==> config.mk <==
export PLATFORM = sky130hd
export DESIGN_NAME = core_sideband_status
export DESIGN_NICKNAME = d
export VERILOG_FILES = /design/src/rtl/sideband_pkg.sv /design/src/rtl/reg_access_if.sv /design/src/rtl/core_sideband_status.sv /design/src/rtl/axil_front.sv /design/src/rtl/reservation_tracker.sv
export SDC_FILE = /design/constraint.sdc
export NUM_CORES = 1
export LEC_CHECK = 0
export ABC_AREA = 0
export BUFFER_PORTS_ARGS = -buffer_cell sky130_fd_sc_hd__buf_2
export CORE_MARGIN = 5
export CORE_UTILIZATION = 53
export DETAILED_ROUTE_END_ITERATION = 10
export GPL_TIMING_DRIVEN = 0
export PLACE_DENSITY_LB_ADDON = 0.12
export SYNTH_ARGS = -nofsm -noshare
export SYNTH_HDL_FRONTEND = slang
export SYNTH_HIERARCHICAL = 1
export SYNTH_SLANG_ARGS = --single-unit
export TNS_END_PERCENT = 50
==> constraint.sdc <==
create_clock -name aclk -period 3.2 [get_ports aclk]
set_input_delay 0.64 -clock aclk [delete_from_list [all_inputs] [get_ports aclk]]
set_output_delay 0.64 -clock aclk [all_outputs]
set_load 0.005 [all_outputs]
==> src/rtl/sideband_pkg.sv <==
// constants shared by the sideband status block
package sideband_pkg;
  localparam int ADDR_W = 8;
  localparam int DATA_W = 32;
  localparam int PID_W  = 8;
  localparam int CID_W  = 8;
  localparam int PVL_W  = 16;

  // register byte offsets
  localparam logic [ADDR_W-1:0] OFF_TIMER_STATUS  = 8'h00;
  localparam logic [ADDR_W-1:0] OFF_TIMER_CONTROL = 8'h04;
  localparam logic [ADDR_W-1:0] OFF_PROC_IDENTITY = 8'h08;
  localparam logic [ADDR_W-1:0] OFF_PROCESS_ID    = 8'h0C;
  localparam logic [ADDR_W-1:0] OFF_SYS_VERSION   = 8'h10;
  localparam logic [ADDR_W-1:0] OFF_PROC_VERSION  = 8'h14;
  localparam logic [ADDR_W-1:0] OFF_RESERVATION   = 8'h18;
  localparam logic [ADDR_W-1:0] OFF_IRQ_STATUS    = 8'h1C;
  localparam logic [ADDR_W-1:0] OFF_IRQ_MASK      = 8'h20;

  // field positions
  localparam int TS_WATCHDOG    = 0;
  localparam int TS_DECREMENTER = 1;
  localparam int TC_WATCHDOG    = 0;
  localparam int TC_DECREMENTER = 1;
  localparam int TC_FIXED_INT   = 2;
  localparam int IRQ_W          = 3;
  localparam int EV_TIMER       = 0;
  localparam int EV_RSRV_LOST   = 1;
  localparam int EV_PID_UPDATE  = 2;

  // upper half of the processor version word; value is arbitrary
  localparam logic [PVL_W-1:0] PVR_UPPER = 16'h0A5C;

  localparam logic [1:0] RESP_OKAY   = 2'h0;
  localparam logic [1:0] RESP_SLVERR = 2'h2;
endpackage

==> src/rtl/reg_access_if.sv <==
// register access carrier between the bus front end and the block core
`timescale 1ns/1ps
interface reg_access_if;
  import sideband_pkg::*;
  logic              wr_en;
  logic [ADDR_W-1:0] wr_addr;
  logic [DATA_W-1:0] wr_data;
  logic [3:0]        wr_strb;
  logic              wr_err;
  logic              rd_en;
  logic [ADDR_W-1:0] rd_addr;
  logic [DATA_W-1:0] rd_data;
  logic              rd_err;

  modport front (output wr_en, wr_addr, wr_data, wr_strb, rd_en, rd_addr,
                 input  wr_err, rd_data, rd_err);
  modport core  (input  wr_en, wr_addr, wr_data, wr_strb, rd_en, rd_addr,
                 output wr_err, rd_data, rd_err);
endinterface

==> src/rtl/core_sideband_status.sv <==
// core sideband status: timer request, reservation, identity registers
`timescale 1ns/1ps

module core_sideband_status
  import sideband_pkg::*;
(
  // clock, synchronous reset and clock enable
  input  wire logic              aclk,
  input  wire logic              aresetn,
  input  wire logic              ce,
  // axi4-lite slave
  input  wire logic [ADDR_W-1:0] s_axi_awaddr,
  input  wire logic              s_axi_awvalid,
  output logic                   s_axi_awready,
  input  wire logic [DATA_W-1:0] s_axi_wdata,
  input  wire logic [3:0]        s_axi_wstrb,
  input  wire logic              s_axi_wvalid,
  output logic                   s_axi_wready,
  output logic [1:0]             s_axi_bresp,
  output logic                   s_axi_bvalid,
  input  wire logic              s_axi_bready,
  input  wire logic [ADDR_W-1:0] s_axi_araddr,
  input  wire logic              s_axi_arvalid,
  output logic                   s_axi_arready,
  output logic [DATA_W-1:0]      s_axi_rdata,
  output logic [1:0]             s_axi_rresp,
  output logic                   s_axi_rvalid,
  input  wire logic              s_axi_rready,
  // timer facility events
  input  wire logic              watchdog_event,
  input  wire logic              decrementer_event,
  output logic                   timer_request,
  // reservation
  input  wire logic              load_reserve,
  input  wire logic              store_cond_done,
  input  wire logic              reservation_clear,
  output logic                   reservation_held,
  // identity and version inputs, held static by the system; process id output and its update strobe
  input  wire logic [CID_W-1:0]  core_id,
  input  wire logic [DATA_W-1:0] system_version,
  input  wire logic [PVL_W-1:0]  processor_version_low,
  output logic [PID_W-1:0]       process_id_out,
  output logic                   process_id_update_strobe,
  // interrupt
  output logic                   irq
);
  // all block state outside the submodules in one word; one comb fill, one register
  typedef struct packed {
    logic             wd_status;
    logic             dec_status;
    logic             wd_enable;
    logic             dec_enable;
    logic             fix_enable;
    logic             timer_request;
    logic [PID_W-1:0] process_id;
    logic             pid_strobe;
    logic [IRQ_W-1:0] irq_status;
    logic [IRQ_W-1:0] irq_mask;
    logic             irq;
  } core_t;

  core_t st;
  core_t next_st;

  // word layout helpers; the package holds the widths, the map, field positions and response codes
  localparam int BYTE_W   = 8;
  localparam int N_LANES  = DATA_W / BYTE_W;
  localparam int RSV_HELD = 0;

  // carrier between the bus front end and the register logic
  reg_access_if bus ();

  // pulses when an external clear drops a held reservation
  logic rsrv_lost;

  // byte-lane merge of a write into a register word
  // lanes with a low strobe keep their old byte
  function automatic logic [DATA_W-1:0] merge_bytes(
    input logic [DATA_W-1:0] old_val,
    input logic [DATA_W-1:0] new_val,
    input logic [3:0]        strb
  );
    logic [DATA_W-1:0] res;
    res = old_val;
    for (int i = 0; i < N_LANES; i++) begin
      if (strb[i]) begin
        res[i*BYTE_W +: BYTE_W] = new_val[i*BYTE_W +: BYTE_W];
      end
    end
    return res;
  endfunction

  // register images for the read mux; all but the status image also seed the byte-lane merge
  function automatic logic [DATA_W-1:0] status_image(input core_t s);
    logic [DATA_W-1:0] w;
    w                 = '0;
    w[TS_WATCHDOG]    = s.wd_status;
    w[TS_DECREMENTER] = s.dec_status;
    return w;
  endfunction

  function automatic logic [DATA_W-1:0] control_image(input core_t s);
    logic [DATA_W-1:0] w;
    w                 = '0;
    w[TC_WATCHDOG]    = s.wd_enable;
    w[TC_DECREMENTER] = s.dec_enable;
    w[TC_FIXED_INT]   = s.fix_enable;
    return w;
  endfunction

  function automatic logic [DATA_W-1:0] pid_image(input logic [PID_W-1:0] p);
    logic [DATA_W-1:0] w;
    w            = '0;
    w[PID_W-1:0] = p;
    return w;
  endfunction

  function automatic logic [DATA_W-1:0] irq_image(input logic [IRQ_W-1:0] b);
    logic [DATA_W-1:0] w;
    w            = '0;
    w[IRQ_W-1:0] = b;
    return w;
  endfunction

  // decode of an offset to a mapped register
  // one lookup serves both the write and the read side
  function automatic logic is_mapped(input logic [ADDR_W-1:0] a);
    logic hit;
    hit = 1'b0;
    unique case (a)
      OFF_TIMER_STATUS,
      OFF_TIMER_CONTROL,
      OFF_PROC_IDENTITY,
      OFF_PROCESS_ID,
      OFF_SYS_VERSION,
      OFF_PROC_VERSION,
      OFF_RESERVATION,
      OFF_IRQ_STATUS,
      OFF_IRQ_MASK: hit = 1'b1;
      default: hit = 1'b0;
    endcase
    return hit;
  endfunction

  // bus front end; its answers come from its own flops
  axil_front u_front (
    .aclk    (aclk),
    .aresetn (aresetn),
    .ce      (ce),
    .awaddr  (s_axi_awaddr),
    .awvalid (s_axi_awvalid),
    .awready (s_axi_awready),
    .wdata   (s_axi_wdata),
    .wstrb   (s_axi_wstrb),
    .wvalid  (s_axi_wvalid),
    .wready  (s_axi_wready),
    .bresp   (s_axi_bresp),
    .bvalid  (s_axi_bvalid),
    .bready  (s_axi_bready),
    .araddr  (s_axi_araddr),
    .arvalid (s_axi_arvalid),
    .arready (s_axi_arready),
    .rdata   (s_axi_rdata),
    .rresp   (s_axi_rresp),
    .rvalid  (s_axi_rvalid),
    .rready  (s_axi_rready),
    .bus     (bus.front)
  );

  // finished store-conditional arrives as store_cond_done from the bus side
  reservation_tracker u_rsrv (
    .aclk          (aclk),
    .aresetn       (aresetn),
    .ce            (ce),
    .reserve_set   (load_reserve),
    .reserve_done  (store_cond_done),
    .reserve_clear (reservation_clear),
    .held          (reservation_held),
    .lost          (rsrv_lost)
  );

  // these four outputs come straight from flops of the state word; reservation_held and the axi outputs come from the submodules
  assign timer_request            = st.timer_request;
  assign process_id_out           = st.process_id;
  assign process_id_update_strobe = st.pid_strobe;
  assign irq                      = st.irq;

  // unmapped offsets answer with an error and change nothing
  assign bus.wr_err = !is_mapped(bus.wr_addr);
  assign bus.rd_err = !is_mapped(bus.rd_addr);

  // read mux; identity inputs are used raw since they never move
  // a read has no side effect here, the status clear sits with the state
  always_comb begin
    bus.rd_data = '0;
    unique case (bus.rd_addr)
      OFF_TIMER_STATUS:  bus.rd_data = status_image(st);
      OFF_TIMER_CONTROL: bus.rd_data = control_image(st);
      OFF_PROC_IDENTITY: bus.rd_data[CID_W-1:0] = core_id;
      OFF_PROCESS_ID:    bus.rd_data = pid_image(st.process_id);
      OFF_SYS_VERSION:   bus.rd_data = system_version;
      OFF_PROC_VERSION:  bus.rd_data = {PVR_UPPER, processor_version_low};
      OFF_RESERVATION:   bus.rd_data[RSV_HELD] = reservation_held;
      OFF_IRQ_STATUS:    bus.rd_data = irq_image(st.irq_status);
      OFF_IRQ_MASK:      bus.rd_data = irq_image(st.irq_mask);
      default:           bus.rd_data = '0;
    endcase
  end

  // register updates; hardware sets always win over software clears
  always_comb begin
    logic [DATA_W-1:0] wv;
    logic [IRQ_W-1:0]  ev;
    wv                 = '0;
    ev                 = '0;
    next_st            = st;
    next_st.pid_strobe = 1'b0;
    // only one write lands per cycle, so a single decode suffices
    if (bus.wr_en) begin
      unique case (bus.wr_addr)
        OFF_TIMER_STATUS: begin
          // write one to clear, only on lanes that carry the bit
          wv = merge_bytes('0, bus.wr_data, bus.wr_strb);
          if (wv[TS_WATCHDOG]) begin
            next_st.wd_status = 1'b0;
          end
          if (wv[TS_DECREMENTER]) begin
            next_st.dec_status = 1'b0;
          end
        end
        OFF_TIMER_CONTROL: begin
          wv = merge_bytes(control_image(st), bus.wr_data, bus.wr_strb);
          next_st.wd_enable  = wv[TC_WATCHDOG];
          next_st.dec_enable = wv[TC_DECREMENTER];
          next_st.fix_enable = wv[TC_FIXED_INT];
        end
        OFF_PROCESS_ID: begin
          // a rewrite of the same value still strobes
          wv = merge_bytes(pid_image(st.process_id), bus.wr_data, bus.wr_strb);
          next_st.process_id = wv[PID_W-1:0];
          // strobe flop loads on the same edge as the outputs
          next_st.pid_strobe = 1'b1;
        end
        OFF_IRQ_MASK: begin
          wv = merge_bytes(irq_image(st.irq_mask), bus.wr_data, bus.wr_strb);
          next_st.irq_mask = wv[IRQ_W-1:0];
        end
        default: begin
          wv = '0;
        end
      endcase
    end
    // timer unit events are sticky
    // placed after the write decode so an event beats a same-cycle clear
    if (watchdog_event) begin
      next_st.wd_status = 1'b1;
    end
    if (decrementer_event) begin
      next_st.dec_status = 1'b1;
    end
    // request follows the new register values so it moves with them
    // fixed-interval enable alone raises it, no status bit needed
    next_st.timer_request = (next_st.wd_status && next_st.wd_enable)
                         || (next_st.dec_status && next_st.dec_enable)
                         || next_st.fix_enable;
    // event collection for the interrupt status
    // b1 counts only clears from outside, not a finished store-conditional
    ev[EV_TIMER]      = next_st.timer_request && !st.timer_request;
    ev[EV_RSRV_LOST]  = rsrv_lost;
    ev[EV_PID_UPDATE] = next_st.pid_strobe;
    // read clears status, a same-cycle event survives the clear
    if (bus.rd_en && bus.rd_addr == OFF_IRQ_STATUS) begin
      next_st.irq_status = ev;
    end else begin
      next_st.irq_status = st.irq_status | ev;
    end
    // level interrupt; masking leaves the sticky status untouched
    next_st.irq = |(next_st.irq_status & next_st.irq_mask);
  end

  // all control state clears on reset; ce low freezes everything
  // reset is tested first, so a frozen block can still be reset
  always_ff @(posedge aclk) begin
    if (!aresetn) begin
      st <= '0;
    end else if (ce) begin
      st <= next_st;
    end
  end
endmodule

==> src/rtl/axil_front.sv <==
// axi4-lite slave front end: one write and one read in flight
`timescale 1ns/1ps
module axil_front
  import sideband_pkg::*;
(
  input  wire logic              aclk,
  input  wire logic              aresetn,
  input  wire logic              ce,
  input  wire logic [ADDR_W-1:0] awaddr,
  input  wire logic              awvalid,
  output logic                   awready,
  input  wire logic [DATA_W-1:0] wdata,
  input  wire logic [3:0]        wstrb,
  input  wire logic              wvalid,
  output logic                   wready,
  output logic [1:0]             bresp,
  output logic                   bvalid,
  input  wire logic              bready,
  input  wire logic [ADDR_W-1:0] araddr,
  input  wire logic              arvalid,
  output logic                   arready,
  output logic [DATA_W-1:0]      rdata,
  output logic [1:0]             rresp,
  output logic                   rvalid,
  input  wire logic              rready,
  reg_access_if.front            bus
);
  typedef struct packed {
    logic              aw_got;
    logic              w_got;
    logic [ADDR_W-1:0] waddr;
    logic [DATA_W-1:0] wdat;
    logic [3:0]        wstb;
    logic              awready;
    logic              wready;
    logic              bvalid;
    logic [1:0]        bresp;
    logic              arready;
    logic              rvalid;
    logic [DATA_W-1:0] rdata;
    logic [1:0]        rresp;
  } front_t;

  front_t st;
  front_t next_st;

  // the write is issued once both halves sit here and no answer is pending
  assign bus.wr_en   = ce && st.aw_got && st.w_got && !st.bvalid;
  assign bus.wr_addr = st.waddr;
  assign bus.wr_data = st.wdat;
  assign bus.wr_strb = st.wstb;
  assign bus.rd_en   = ce && arvalid && st.arready;
  assign bus.rd_addr = araddr;

  assign awready = st.awready;
  assign wready  = st.wready;
  assign bvalid  = st.bvalid;
  assign bresp   = st.bresp;
  assign arready = st.arready;
  assign rvalid  = st.rvalid;
  assign rdata   = st.rdata;
  assign rresp   = st.rresp;

  // address and data are taken in either order
  always_comb begin
    next_st = st;
    if (awvalid && st.awready) begin
      next_st.aw_got = 1'b1;
      next_st.waddr  = awaddr;
    end
    if (wvalid && st.wready) begin
      next_st.w_got = 1'b1;
      next_st.wdat  = wdata;
      next_st.wstb  = wstrb;
    end
    if (bus.wr_en) begin
      next_st.aw_got = 1'b0;
      next_st.w_got  = 1'b0;
      next_st.bvalid = 1'b1;
      next_st.bresp  = bus.wr_err ? RESP_SLVERR : RESP_OKAY;
    end else if (st.bvalid && bready) begin
      next_st.bvalid = 1'b0;
    end
    if (bus.rd_en) begin
      next_st.rvalid = 1'b1;
      next_st.rdata  = bus.rd_data;
      next_st.rresp  = bus.rd_err ? RESP_SLVERR : RESP_OKAY;
    end else if (st.rvalid && rready) begin
      next_st.rvalid = 1'b0;
    end
    // ready flags are registered so each output comes from a flop
    next_st.awready = !next_st.aw_got && !next_st.bvalid;
    next_st.wready  = !next_st.w_got && !next_st.bvalid;
    next_st.arready = !next_st.rvalid;
  end

  always_ff @(posedge aclk) begin
    if (!aresetn) begin
      st <= '0;
    end else if (ce) begin
      st <= next_st;
    end
  end
endmodule

==> src/rtl/reservation_tracker.sv <==
// holds the load-reserve reservation flag
`timescale 1ns/1ps
module reservation_tracker (
  input  wire logic aclk,
  input  wire logic aresetn,
  input  wire logic ce,
  input  wire logic reserve_set,
  input  wire logic reserve_done,
  input  wire logic reserve_clear,
  output logic      held,
  output logic      lost
);
  typedef struct packed {
    logic held;
    logic lost;
  } rsrv_t;

  rsrv_t st;
  rsrv_t next_st;

  assign held = st.held;
  assign lost = st.lost;

  // external clear has top priority and ignores any bus activity
  always_comb begin
    next_st      = st;
    next_st.lost = 1'b0;
    if (reserve_clear) begin
      next_st.held = 1'b0;
      next_st.lost = st.held;
    end else if (reserve_done) begin
      next_st.held = 1'b0;
    end else if (reserve_set) begin
      next_st.held = 1'b1;
    end
  end

  always_ff @(posedge aclk) begin
    if (!aresetn) begin
      st <= '0;
    end else if (ce) begin
      st <= next_st;
    end
  end
endmodule

== After elaboration in Yosys (flattened, before gate mapping) ==
Cells that the tools add are included.
Storage, ports and cells
  bits in registers: 84
  logic and storage cells: 114
  input bits: 121
Operators by class
  muxes and demuxes: 35
  equality and inequality tests: 16
  bitwise operators: 2
  reductions and logical operators: 35
Operator list (count)
  $eq A8 B5 Y1 const B: 8
  $pmux W7 S8: 1
  $pmux W24 S2: 1
  $eq A8 B4 Y1 const B: 4
  $mux W1: 18
  $mux W3: 6
  $reduce_or A9 Y1: 2
  $eq A8 B3 Y1 const B: 2
  $eq A8 B6 Y1 const B: 2
  $logic_not A8 Y1: 2
  $logic_and A1 B1 Y1: 15
  $mux W2: 7
  $reduce_and A2 Y1: 5
  $pmux W1 S9: 1
  $logic_not A1 Y1: 6
  $mux W5: 1
  $reduce_and A4 Y1: 1
  $and A3 B3 Y3: 1
  $or A3 B3 Y3: 1
  $reduce_bool A3 Y1: 1
  $reduce_or A3 Y1: 1
  $logic_or A1 B1 Y1: 2

== Depth between registers and ports, before layout ==
Gate-level depths: netlist (run 1).
  depth in word-level cells: 16
  mapped depth: 10
  mapped depth without buffers: 7

== Hierarchy ==
Netlist (run 1), hierarchy kept.
Modules (own cells, without submodules)
  axil_front: cells an instance 458, area each 4154.0 sq um, times used 1, seq. area each 1701.6 sq um
  core_sideband_status: cells an instance 219, area each 1790.5 sq um, times used 1, seq. area each 440.4 sq um
  reservation_tracker: cells an instance 8, area each 77.6 sq um, times used 1, seq. area each 40.0 sq um

== Least setup slack after synthesis (run 1) ==
Ideal clock, no wire load.
  kind: input port to flip-flop
  from: input port s_axi_araddr[1]
  to: register u_front.st, in the netlist u_front/rdata[2]
  setup slack: 0.615 ns
  stages: 10
  arrival: 2.513 ns
  path buffers: 3
  required time: 3.128 ns
  library setup time: 0.072 ns
  path through: buf_4 -> or4_1 -> clkbuf_1 -> nor3_1 -> and3b_1 -> clkbuf_1 -> a222oi_1 -> nand3_1 -> nand2_1 -> mux2i_1
Between the ends
  cells in the longest elaborated chain, start to end: 2
  elaborated cells between the ends (all ways): 9
  those cells by class: 7 x eq/ne; 1 x mux; 1 x reduce/logical
Ends and longest elaborated chain
  from (decl): RTL line core_sideband_status.sv:22  | input wire logic [ADDR_W-1:0] s_axi_araddr,
  $eq A8 B6 Y1 (tied with other cells): RTL line core_sideband_status.sv:196  | unique case (bus.rd_addr)
  $pmux W7 S8 *: RTL line core_sideband_status.sv:196
  via bus.rd_data[2]: RTL line reg_access_if.sv:12  | logic [DATA_W-1:0] rd_data;
  to (signal assigned): RTL line axil_front.sv:101  | st <= next_st;
  to (decl): RTL line axil_front.sv:44  | front_t st;
The timed path passes the listed nets; every way through them passes the cells marked *.
A chain may end at the register's enable or synchronous reset.

== Final worst setup path (run 1) ==
Ends and elaborated chain as after synthesis.

==> impl_results.md, run 1 <==
- Status: completed
- Critical Path Source Type: primary input
- CP Data Required Time: 3.48 ns
- Util after Layout: 66.6%
- Vias: around 4,200
- Clk_lat worst skew: 0.35 ns
- Setup TNS: 0 ns
- Switching power: 510 uW
- Mean routed wirelength per cell: ~15 um
- Nets: 818
- Fillers: 772
- Post-route ant nets: 0
- Leakage Power: between 2 and 3 nW
- Max-cap viol count: 0
- Post-cts sizing count: 0
- Slowest CP cell: or4_1
- Clk pwr share: between 30% and 40%
- Total CTS buffers: 9
- # port buffers: between 100 and 150
- Power Density: 365 nW/um^2
- Starting Density: 54.6%
- Slowest stage delay, CP: 0.52 ns
- Ys Warns: 6
- CORE AREA: 8760 sq um
- Placed cell area: 5610 sq um
- Skew final: roughly 0.016 ns
- Synth Cell Area: 4790 sq um
- Drt pass-1 iters: 5
- Core Rows: 34
- Maximum VDD drop: between 0.2 and 0.25 mV
- Fin. Hold Viols: 0
- Vias/cell: 5.19
- Type of the worst min-delay path: register to register
- Internal power: about 1.6 mW
- Arrival @ worst endpoint: 3.05 ns
- Highest clock rate: 362 MHz
- Initial antenna violation count: 2
- First-pass GRT wire length: 19.7 mm
- Crit Path Class: primary input to register
- Clock Path Buffers: 2
- CTS tree: done
- Layout cells sized above 1: 37.6%
- Number of setup buffers added after CTS: 0
- Post-synthesis cell count: ~550
- Die Area: 11,000 sq um
- Remaining DRCs: 0
- Finished layout cell area: 5830 sq um
- RSZ-0062 raised after global routing: false
- Hold_ws: 0.460 ns
- Post-synthesis area per instance: 8.72 sq um
- Worst-Margin Slew: 0.675 ns
- Crit-path most repeated cell: clkbuf_1
- Nature of the critical path endpoint: register
- Number of global-route vias before repair: 4,113
- Global Route Usage Sum: 21.5%
- Die width: 105 um
- H-tree Lvls: 3
- Detail Placement HPWL: 9.47 mm
- Synthesis-to-finish area growth: 21.9%
- Root buf cell: clkbuf_8
- Tcrit/Tclk final: 86.4%
- GPL Wtd Cong: 0.901
- Fin. max-slew vios: 0
- I/O Pins: 174
- Clk slew on worst S/H paths: 0.08 ns
- Largest net degree at the start of global routing: 16
- Sw Ratio: 24.0%
- Cells along the critical path: buf_4, or4_1, clkbuf_1, nor4_1, and2_1, clkbuf_1, a22oi_1, nand3_1, nand2_1, mux2i_1
- Most frequent cells in the layout: buf_2 (147), nand2_1 (128), dfxtp_1 (82)
- Post-cts hold buffer count: 0
- Most common cell after layout, fill and taps aside: buf_2
- Iteration-0 DRC Markers: 135
- Setup violators final: 0
- CP Max Fanout: 10
- Grt total ovfl: 0
- Final Total Pwr: 2.13 mW
- Die height: 105 um
- Comb pwr share: between 10 and 15%
- Post-route minimum period: 2.77 ns
- Final wirelength: 12.3 mm
- Clock Sinks: 82
- Antenna cells: 0
- Sequential share of power: approximately half
- Worst rel slew slack: 54.7%
stage by stage:
| step | setup WS (ns) | instances |
|---|---|---|
| 5_1_grt | 0.171 | 810 |
| 4_1_cts | 0.424 | 810 |
| 3_3_place_gp | 0.0941 | 794 |
| 6_report | 0.435 | 810 |
| 3_5_place_dp | 0.0606 | 794 |
| 2_1_floorplan | 0.615 | 550 |
final timing paths:
check                         startpoint                      to  slack, ns  cells after the start
hold / removal    u_front/bus.wr_addr[6]  u_front/bus.wr_addr[6]       0.46                      2
setup reg to reg  u_front/bus.wr_addr[5]                   st[4]       0.77                      7
setup / recovery         s_axi_araddr[1]        u_front/rdata[2]       0.43                     10
hold reg to reg   u_front/bus.wr_addr[6]  u_front/bus.wr_addr[6]       0.46                      2
final cells by class:
cell class	instances	area, sq um	area share, %
clock buffers	10	138	2.36
repair buffers	136	681	11.7
well taps	108	135	2.32
multi-input cells	349	2300	39.4
flip-flops and latches	82	1640	28.1
clock inverters	6	90.1	1.54
inverters	7	26.3	0.450
plain buffers	112	822	14.1
critical path: cells and delay by family:
family	cells	cell delay, ns
AO/OA/AOI/OAI	1	0.18
buffers and inverters	3	0.69
multiplexers	1	0.13
AND/OR/NAND/NOR	5	1.41
routing by layer:
metal	share of wire [%]	up-vias	GRT usage (%)
met5	0.17	-	0
met4	1.2	4	6.67
met3	7.7	15	4.69
met2	47	146	35.4
met1	44	1932	28.2
li1	-	2105	-
flip-flops by register name, indices dropped and copies added (netlist names), 2 cells and up:
signal / flops
u_front/rdata: 32
st: 11
process_id_out: 8
u_front/bus.wr_addr: 8
u_front/bus.wr_data: 8
u_front/st: 2
power by group through the flow:
stage / Clock, mW / Combinational, mW / Sequential [mW]
global route: 0.904 / 0.255 / 1.05
CTS: 0.861 / 0.234 / 1.05
global placement: 0 / 0.228 / 1.07
floorplan: 0 / 0.139 / 1.07
detailed placement: 0 / 0.233 / 1.07
finish: 0.848 / 0.234 / 1.05
Power figures use the tool's default switching activity.
==> inputs of run 2 (changes only) <==
--- a/config.mk
+++ b/config.mk
@@ -12,6 +12,7 @@
 export DETAILED_ROUTE_END_ITERATION = 10
 export GPL_TIMING_DRIVEN = 0
 export PLACE_DENSITY_LB_ADDON = 0.12
+export RECOVER_POWER = 100
 export SYNTH_ARGS = -nofsm -noshare
 export SYNTH_HDL_FRONTEND = slang
 export SYNTH_HIERARCHICAL = 1
==> run 2 against run 1 <==
Against the previous run:
- core utilization shrank 0.74 points
- sequential share of layout area grew 0.32 points
- count of clock-buffer cells in the layout is the same
- die area is the same
- clock skew is essentially flat
- register-to-register slack lost 0.20 ns
- cell count is the same
- non-clock buffer count is the same
- power shrank 0.29%
==> impl_results.md, run 2 (synthesis gave the netlist of run 1 again) <==
- Post-route minimum period: 2.86 ns (+0.0988 ns)
- Tcrit/Tclk final: 89.5% (+3.1 points)
- Maximum VDD drop: 0.244 mV (-0.58%)
- Vias/cell: 5.16 (-0.57%)
- Starting Density: 54.6% (unchanged)
- CP Max Fanout: 15 (+5)
- Reg2reg end: st[4]
- Root buf cell: clkbuf_8
- Flop-to-flop setup slack: 0.57 ns (-0.20 ns)
- Setup WS post-layout: 0.336 ns (-0.0988 ns)
- Synthesis-to-finish area growth: 20.5%
- Crit Path Class: primary input to register
- First-pass GRT wire length: 19.7 mm (unchanged)
- Type of the worst min-delay path: register to register
- Arrival @ worst endpoint: 3.11 ns (+0.06 ns)
- Comb pwr share: 10.8% (-0.2 points)
- Clk pwr share: 39.9% (about the same)
- Switching power: 507 uW (-0.48%)
- Worst rel slew slack: 56.1% (+1.4 points)
- Detail Placement HPWL: 9.47 mm (unchanged)
- Antenna cells: 0 (unchanged)
- Power Density: 368 nW/um^2 (+0.83%)
- I/O Pins: 174 (unchanged)
- Hold depth: 2 (unchanged)
- Finished layout cell area: 5770 sq um (-1.1%)
- Hold EP: u_front/rdata[2]
- Post-route ant nets: 0 (unchanged)
- Post-cts sizing count: 0 (unchanged)
- Fin. max-slew vios: 0 (unchanged)
- Drt pass-1 iters: 4 (-1)
- Status: completed
- Clk_lat worst skew: 0.35 ns (about the same)
- GPL Wtd Cong: 0.901 (unchanged)
- Highest clock rate: 349 MHz (-3.4%)
- Number of setup buffers added after CTS: 0 (unchanged)
- Fin. Hold Viols: 0 (unchanged)
- RR Startpoint: u_front/bus.wr_addr[5]
- Setup TNS: 0 ns (unchanged)
- R2r worst-path depth: 7 (unchanged)
- Sw Ratio: 23.9% (-0.044 points)
- Vias: 4,178 (-0.57%)
- # port buffers: 136 (unchanged)
- Final Total Pwr: 2.12 mW (-0.29%)
- Largest register FFs: 32 (unchanged)
- H-tree Lvls: 3 (unchanged)
- Number of global-route vias before repair: 4,113 (unchanged)
- Total CTS buffers: 9 (unchanged)
- Skew final: 0.0161 ns (+0.000266 ns)
- Global Route Usage Sum: 21.5% (unchanged)
- Critical Path Source Type: primary input
- Post-cts hold buffer count: 0 (unchanged)
- Clock Sinks: 82 (unchanged)
- Die width: 105 um (unchanged)
- Final wirelength: 12.3 mm (-0.60%)
- CORE AREA: 8760 sq um (unchanged)
- Worst-Margin Slew: 0.653 ns (-0.0213 ns)
- Internal power: 1.61 mW (-0.23%)
- Placed cell area: 5610 sq um (unchanged)
- Grt total ovfl: 0 (unchanged)
- Mean routed wirelength per cell: 15.1 um (-0.60%)
- Nature of the critical path endpoint: register
- Core Rows: 34 (unchanged)
- Layout cells sized above 1: 33.8% (-3.8 points)
- Setup violators final: 0 (unchanged)
- CP Data Required Time: 3.44 ns (-0.04 ns)
- Clock Path Buffers: 2 (unchanged)
- Largest net degree at the start of global routing: 16 (unchanged)
- CTS tree: done
- HP Start: u_front/rdata[2]
- Sequential share of power: 49.3% (+0.2 points)
- Clk slew on worst S/H paths: 0.10 ns (+0.02 ns)
- RSZ-0062 raised after global routing: false
- Die height: 105 um (unchanged)
- Most frequent cells in the layout: buf_2 (128), nand2_1 (128), dfxtp_1 (82)
- Iteration-0 DRC Markers: 137 (+1.5%)
- Die Area: 11,000 sq um (unchanged)
- Initial antenna violation count: 2 (unchanged)
- Remaining DRCs: 0 (unchanged)
- Nets: 818 (unchanged)
- Place WS: 0.0606 ns (unchanged)
- Leakage Power: 2.72 nW (-3.5%)
- Max-cap viol count: 0 (unchanged)
run 2: cell count changes in the layout (fill, tap and decap cells not counted), moves of 2 or more:
cell | previous run | this run
buf_2 | 147 | 128
buf_4 | 71 | 38
and3_1 | 10 | 12
or4_4 | 2 | 0
clkbuf_4 | 0 | 32
and3_4 | 2 | 0
or4_1 | 2 | 4
clkbuf_1 | 22 | 42
run 2: per-layer routing:
metal	wire, um	GRT usage, %	vias up
met3	863	4.69	15
li1	-	-	2106
met4	141	6.67	4
met5	21	0	-
met2	5760	35.4	130
met1	5480	28.2	1923
run 2: worst max-delay path, stage by stage:
cell and delay (ns):
clkbuf_1 0.43, nand4b_1 0.22, inv_1 0.26, nand2_1 0.17
nor3_1 0.57, mux2_1 0.40, nor3_1 0.27, o21ai_0 0.13
run 2: cell type report:
class,count,area [sq um]
buffer,112,816
clock buffer,10,138
clock inverter,6,90.1
fill,793,3000
inverter,7,26.3
multi-input combinational,349,2260
sequential,82,1640
tap,108,135
timing repair buffer,136,659
run 2: power groups by stage:
stage	combinational, mW	sequential (mW)	clock, mW
CTS	0.234	1.05	0.861
finish	0.228	1.05	0.847
detailed placement	0.233	1.07	0
floorplan	0.139	1.07	0
global route	0.250	1.05	0.904
global placement	0.228	1.07	0
run 2: worst max-delay path by stage:
stage	cells after the start	start	endpoint	slack, ns
after floorplan	10	s_axi_araddr[1]	u_front/rdata[2]	0.62
after global placement	10	s_axi_araddr[1]	u_front/rdata[2]	0.09
after detailed placement	10	s_axi_araddr[1]	u_front/rdata[2]	0.06
after CTS	10	s_axi_araddr[1]	u_front/rdata[2]	0.42
after global routing	8	ce	st[4]	0.12
final	8	ce	st[4]	0.34
run 2: stage by stage:
step | hold WS, ns | utilization (%) | cells
after global placement | 0.443 | 64.0 | 794
after detailed placement | 0.448 | 64.0 | 794
final | 0.460 | 65.8 | 810
after CTS | 0.463 | 66.6 | 810
after floorplan | 0.435 | - | 550
after global routing | 0.482 | 65.8 | 810
==> inputs of run 3 (changes only) <==
--- a/config.mk
+++ b/config.mk
@@ -8,7 +8,7 @@
 export ABC_AREA = 0
 export BUFFER_PORTS_ARGS = -buffer_cell sky130_fd_sc_hd__buf_2
 export CORE_MARGIN = 5
-export CORE_UTILIZATION = 53
+export CORE_UTILIZATION = 57
 export DETAILED_ROUTE_END_ITERATION = 10
 export GPL_TIMING_DRIVEN = 0
 export PLACE_DENSITY_LB_ADDON = 0.12
==> constraint.sdc (replaced) <==
create_clock -name aclk -period 3.6 [get_ports aclk]
set_input_delay 0.72 -clock aclk [delete_from_list [all_inputs] [get_ports aclk]]
set_output_delay 0.72 -clock aclk [all_outputs]
set_load 0.005 [all_outputs]
==> run 3 against run 2 <==
Against the previous run:
- setup slack better by 0.20 ns
- clock skew down 0.0098 ns
- non-clock buffer count unchanged
- core utilization rose by 3.9 points
- critical path depth increased by 1
- count of clock-buffer cells in the layout grew 2
- flip-flop and latch count did not move
- sequential power fell by 12%
- power down 11%
- hold slack is essentially flat
- largest cell class unchanged
==> impl_results.md, run 3 (synthesis gave the netlist of run 1 again) <==
- Status: completed
- Slowest CP cell: nor4_1
- Arrival @ worst endpoint: 3.30 ns (+0.19 ns)
- Leakage Power: 2.72 nW (about the same)
- Die width: 102 um (-3.2%)
- Post-cts sizing count: 0 (unchanged)
- Switching power: 441 uW (-13%)
- Sequential share of power: 49.1% (-0.2 points)
- Most common cell after layout, fill and taps aside: buf_2
- CP Data Required Time: 3.84 ns (+0.40 ns)
- Internal power: 1.45 mW (-10%)
- Clock Sinks: 82 (unchanged)
- Detail Placement HPWL: 9.34 mm (-1.3%)
- Number of setup buffers added after CTS: 0 (unchanged)
- RR Startpoint: u_front/bus.wr_addr[5]
- Non-Filler Instances: 807 (-0.37%)
- Drt pass-1 iters: 7 (+3)
- Nature of the critical path endpoint: register
- Post-route ant nets: 0 (unchanged)
- Vias: 4,201 (+0.55%)
- Grt total ovfl: 0 (unchanged)
- Placed cell count: 791 (-0.38%)
- Type of the worst min-delay path: register to register
- CORE AREA: 8220 sq um (-6.2%)
- # port buffers: 136 (unchanged)
- Iteration-0 DRC Markers: 179 (+31%)
- Critical Path Source Type: primary input
- Fillers: 681 (-14%)
- Clk pwr share: 40.4% (+0.5 points)
- Worst rel slew slack: 46.0% (-10 points)
- Number of global-route vias before repair: 3,975 (-3.4%)
- Clk_lat worst skew: 0.35 ns (about the same)
- Remaining DRCs: 0 (unchanged)
- CP Max Fanout: 15 (unchanged)
- Start point of the critical path: ce
- Skew final: 0.00633 ns (-0.00977 ns)
- Total CTS buffers: 9 (unchanged)
- Tcrit/Tclk final: 85.0%
- FF+latch area: 1640 sq um (unchanged)
- Hold depth: 2 (unchanged)
- Clock Path Buffers: 2 (unchanged)
- Place WS: 0.356 ns (+0.295 ns)
- Setup violators final: 0 (unchanged)
- Core Rows: 33 (-2.9%)
- Maximum VDD drop: 0.200 mV (-18%)
- Initial antenna violation count: 0 (-2)
- Vias/cell: 5.21 (+0.92%)
- Highest clock rate: around 330 MHz
- Antenna cells: 0 (unchanged)
- Largest register FFs: 32 (unchanged)
- Crit path capture: irq
- Clk slew on worst S/H paths: 0.08 ns (-0.02 ns)
- Die Area: 10,300 sq um (-6.4%)
- Final wirelength: 12.1 mm (-1.5%)
- R2r worst-path depth: 7 (unchanged)
- I/O Pins: 174 (unchanged)
- Comb pwr share: 10.5% (-0.3 points)
- Max-cap viol count: 0 (unchanged)
- Global Route Usage Sum: 22.9% (+1.4 points)
- Most frequent cells in the layout: buf_2 (133), nand2_1 (128), dfxtp_1 (82)
- Fin. max-slew vios: 0 (unchanged)
- First-pass GRT wire length: 18.9 mm (-4.2%)
- Layout cells sized above 1: 33.9% (+0.14 points)
- HP Start: u_front/bus.wr_data[2]
- Synthesis-to-finish area growth: 19.7%
- Area of the multi-input gates: 2260 sq um (unchanged)
- Die height: 102 um (-3.2%)
- Starting Density: 58.2% (+3.6 points)
- Setup TNS: 0 ns (unchanged)
- Root buf cell: clkbuf_8
- Mean routed wirelength per cell: 15.0 um (-1.1%)
- Worst-Margin Slew: 0.802 ns (+0.149 ns)
- Cells along the critical path: clkbuf_1, and3_1, buf_12, buf_12, nand3_1, nor4_1, and2b_1, nor4_1, o22ai_1
- Sw Ratio: 23.3% (-0.58 points)
- Nets: 818 (unchanged)
- H-tree Lvls: 3 (unchanged)
- Reg2reg end: st[4]
- Setup WS post-layout: 0.539 ns (+0.203 ns)
- Largest net degree at the start of global routing: 16 (unchanged)
- Crit Path Class: primary input to register
- Post-cts hold buffer count: 0 (unchanged)
- Flop-to-flop setup slack: 1.03 ns (+0.46 ns)
- GPL Wtd Cong: 0.911 (+1.1%)
- CTS tree: done
- Post-route minimum period: 3.06 ns
- RSZ-0062 raised after global routing: false
- Power Density: 330 nW/um^2 (-10%)
- Fin. Hold Viols: 0 (unchanged)
- Slowest stage delay, CP: 0.63 ns (+0.06 ns)
run 3: cell types whose count changed in the layout (fill, tap and decap cells not counted), sizes merged:
| cell | previous run | this run |
|---|---|---|
| clkinv | 3 | 2 |
| clkbuf | 84 | 85 |
| clkdlybuf4s25 | 0 | 1 |
| clkinvlp | 1 | 0 |
run 3: final cells by class:
| class | instances | share of cell area, % |
|---|---|---|
| Buffer | 112 | 13.5 |
| Clock buffer | 12 | 2.71 |
| Clock inverter | 4 | 1.29 |
| Inverter | 7 | 0.459 |
| Multi-Input combinational cell | 349 | 39.5 |
| Sequential cell | 82 | 28.7 |
| Tap cell | 105 | 2.29 |
| Timing Repair Buffer | 136 | 11.6 |
run 3: per-layer routing:
metal / share of wire [%] / GRT usage, % / wire (um) / up-vias
met5: 0 / 0 / 0 / -
met2: 48 / 38.1 / 5750 / 148
li1: - / - / - / 2108
met1: 43 / 30.1 / 5200 / 1936
met3: 8.7 / 6.40 / 1060 / 9
met4: 0.68 / 3.99 / 82 / 0
run 3: stage by stage:
step / utilization (%) / cell area (sq um) / total power, mW / hold WS, ns
floorplan: - / 4790 / 1.07 / 0.435
global placement: 68.2 / 5600 / 1.15 / 0.443
detailed placement: 68.2 / 5600 / 1.16 / 0.447
CTS: 71.0 / 5830 / 1.91 / 0.461
global route: 69.7 / 5730 / 1.96 / 0.483
finish: 69.7 / 5730 / 1.89 / 0.460
run 3: worst max-delay path, delay by kind of cell:
kind | cells | cell delay [ns]
AO/OA/AOI/OAI | 1 | 0.12
buffers and inverters | 3 | 0.83
AND/OR/NAND/NOR | 5 | 1.61
run 3: power groups by stage:
stage               clock network [mW]  registers, mW  logic (mW)
CTS                              0.775          0.929       0.206
finish                           0.763          0.929       0.198
detailed placement                   0          0.951       0.205
global placement                     0          0.950       0.201
global route                     0.817          0.931       0.217
floorplan                            0          0.949       0.123
run 3: how the worst min path moves through the flow:
stage,to
floorplan,u_front/bresp[1]
finish,u_front/bus.wr_data[2]
global placement,u_front/bus.wr_data[3]
CTS,u_front/bus.wr_data[2]
detailed placement,u_front/rdata[24]
global route,u_front/rdata[24]
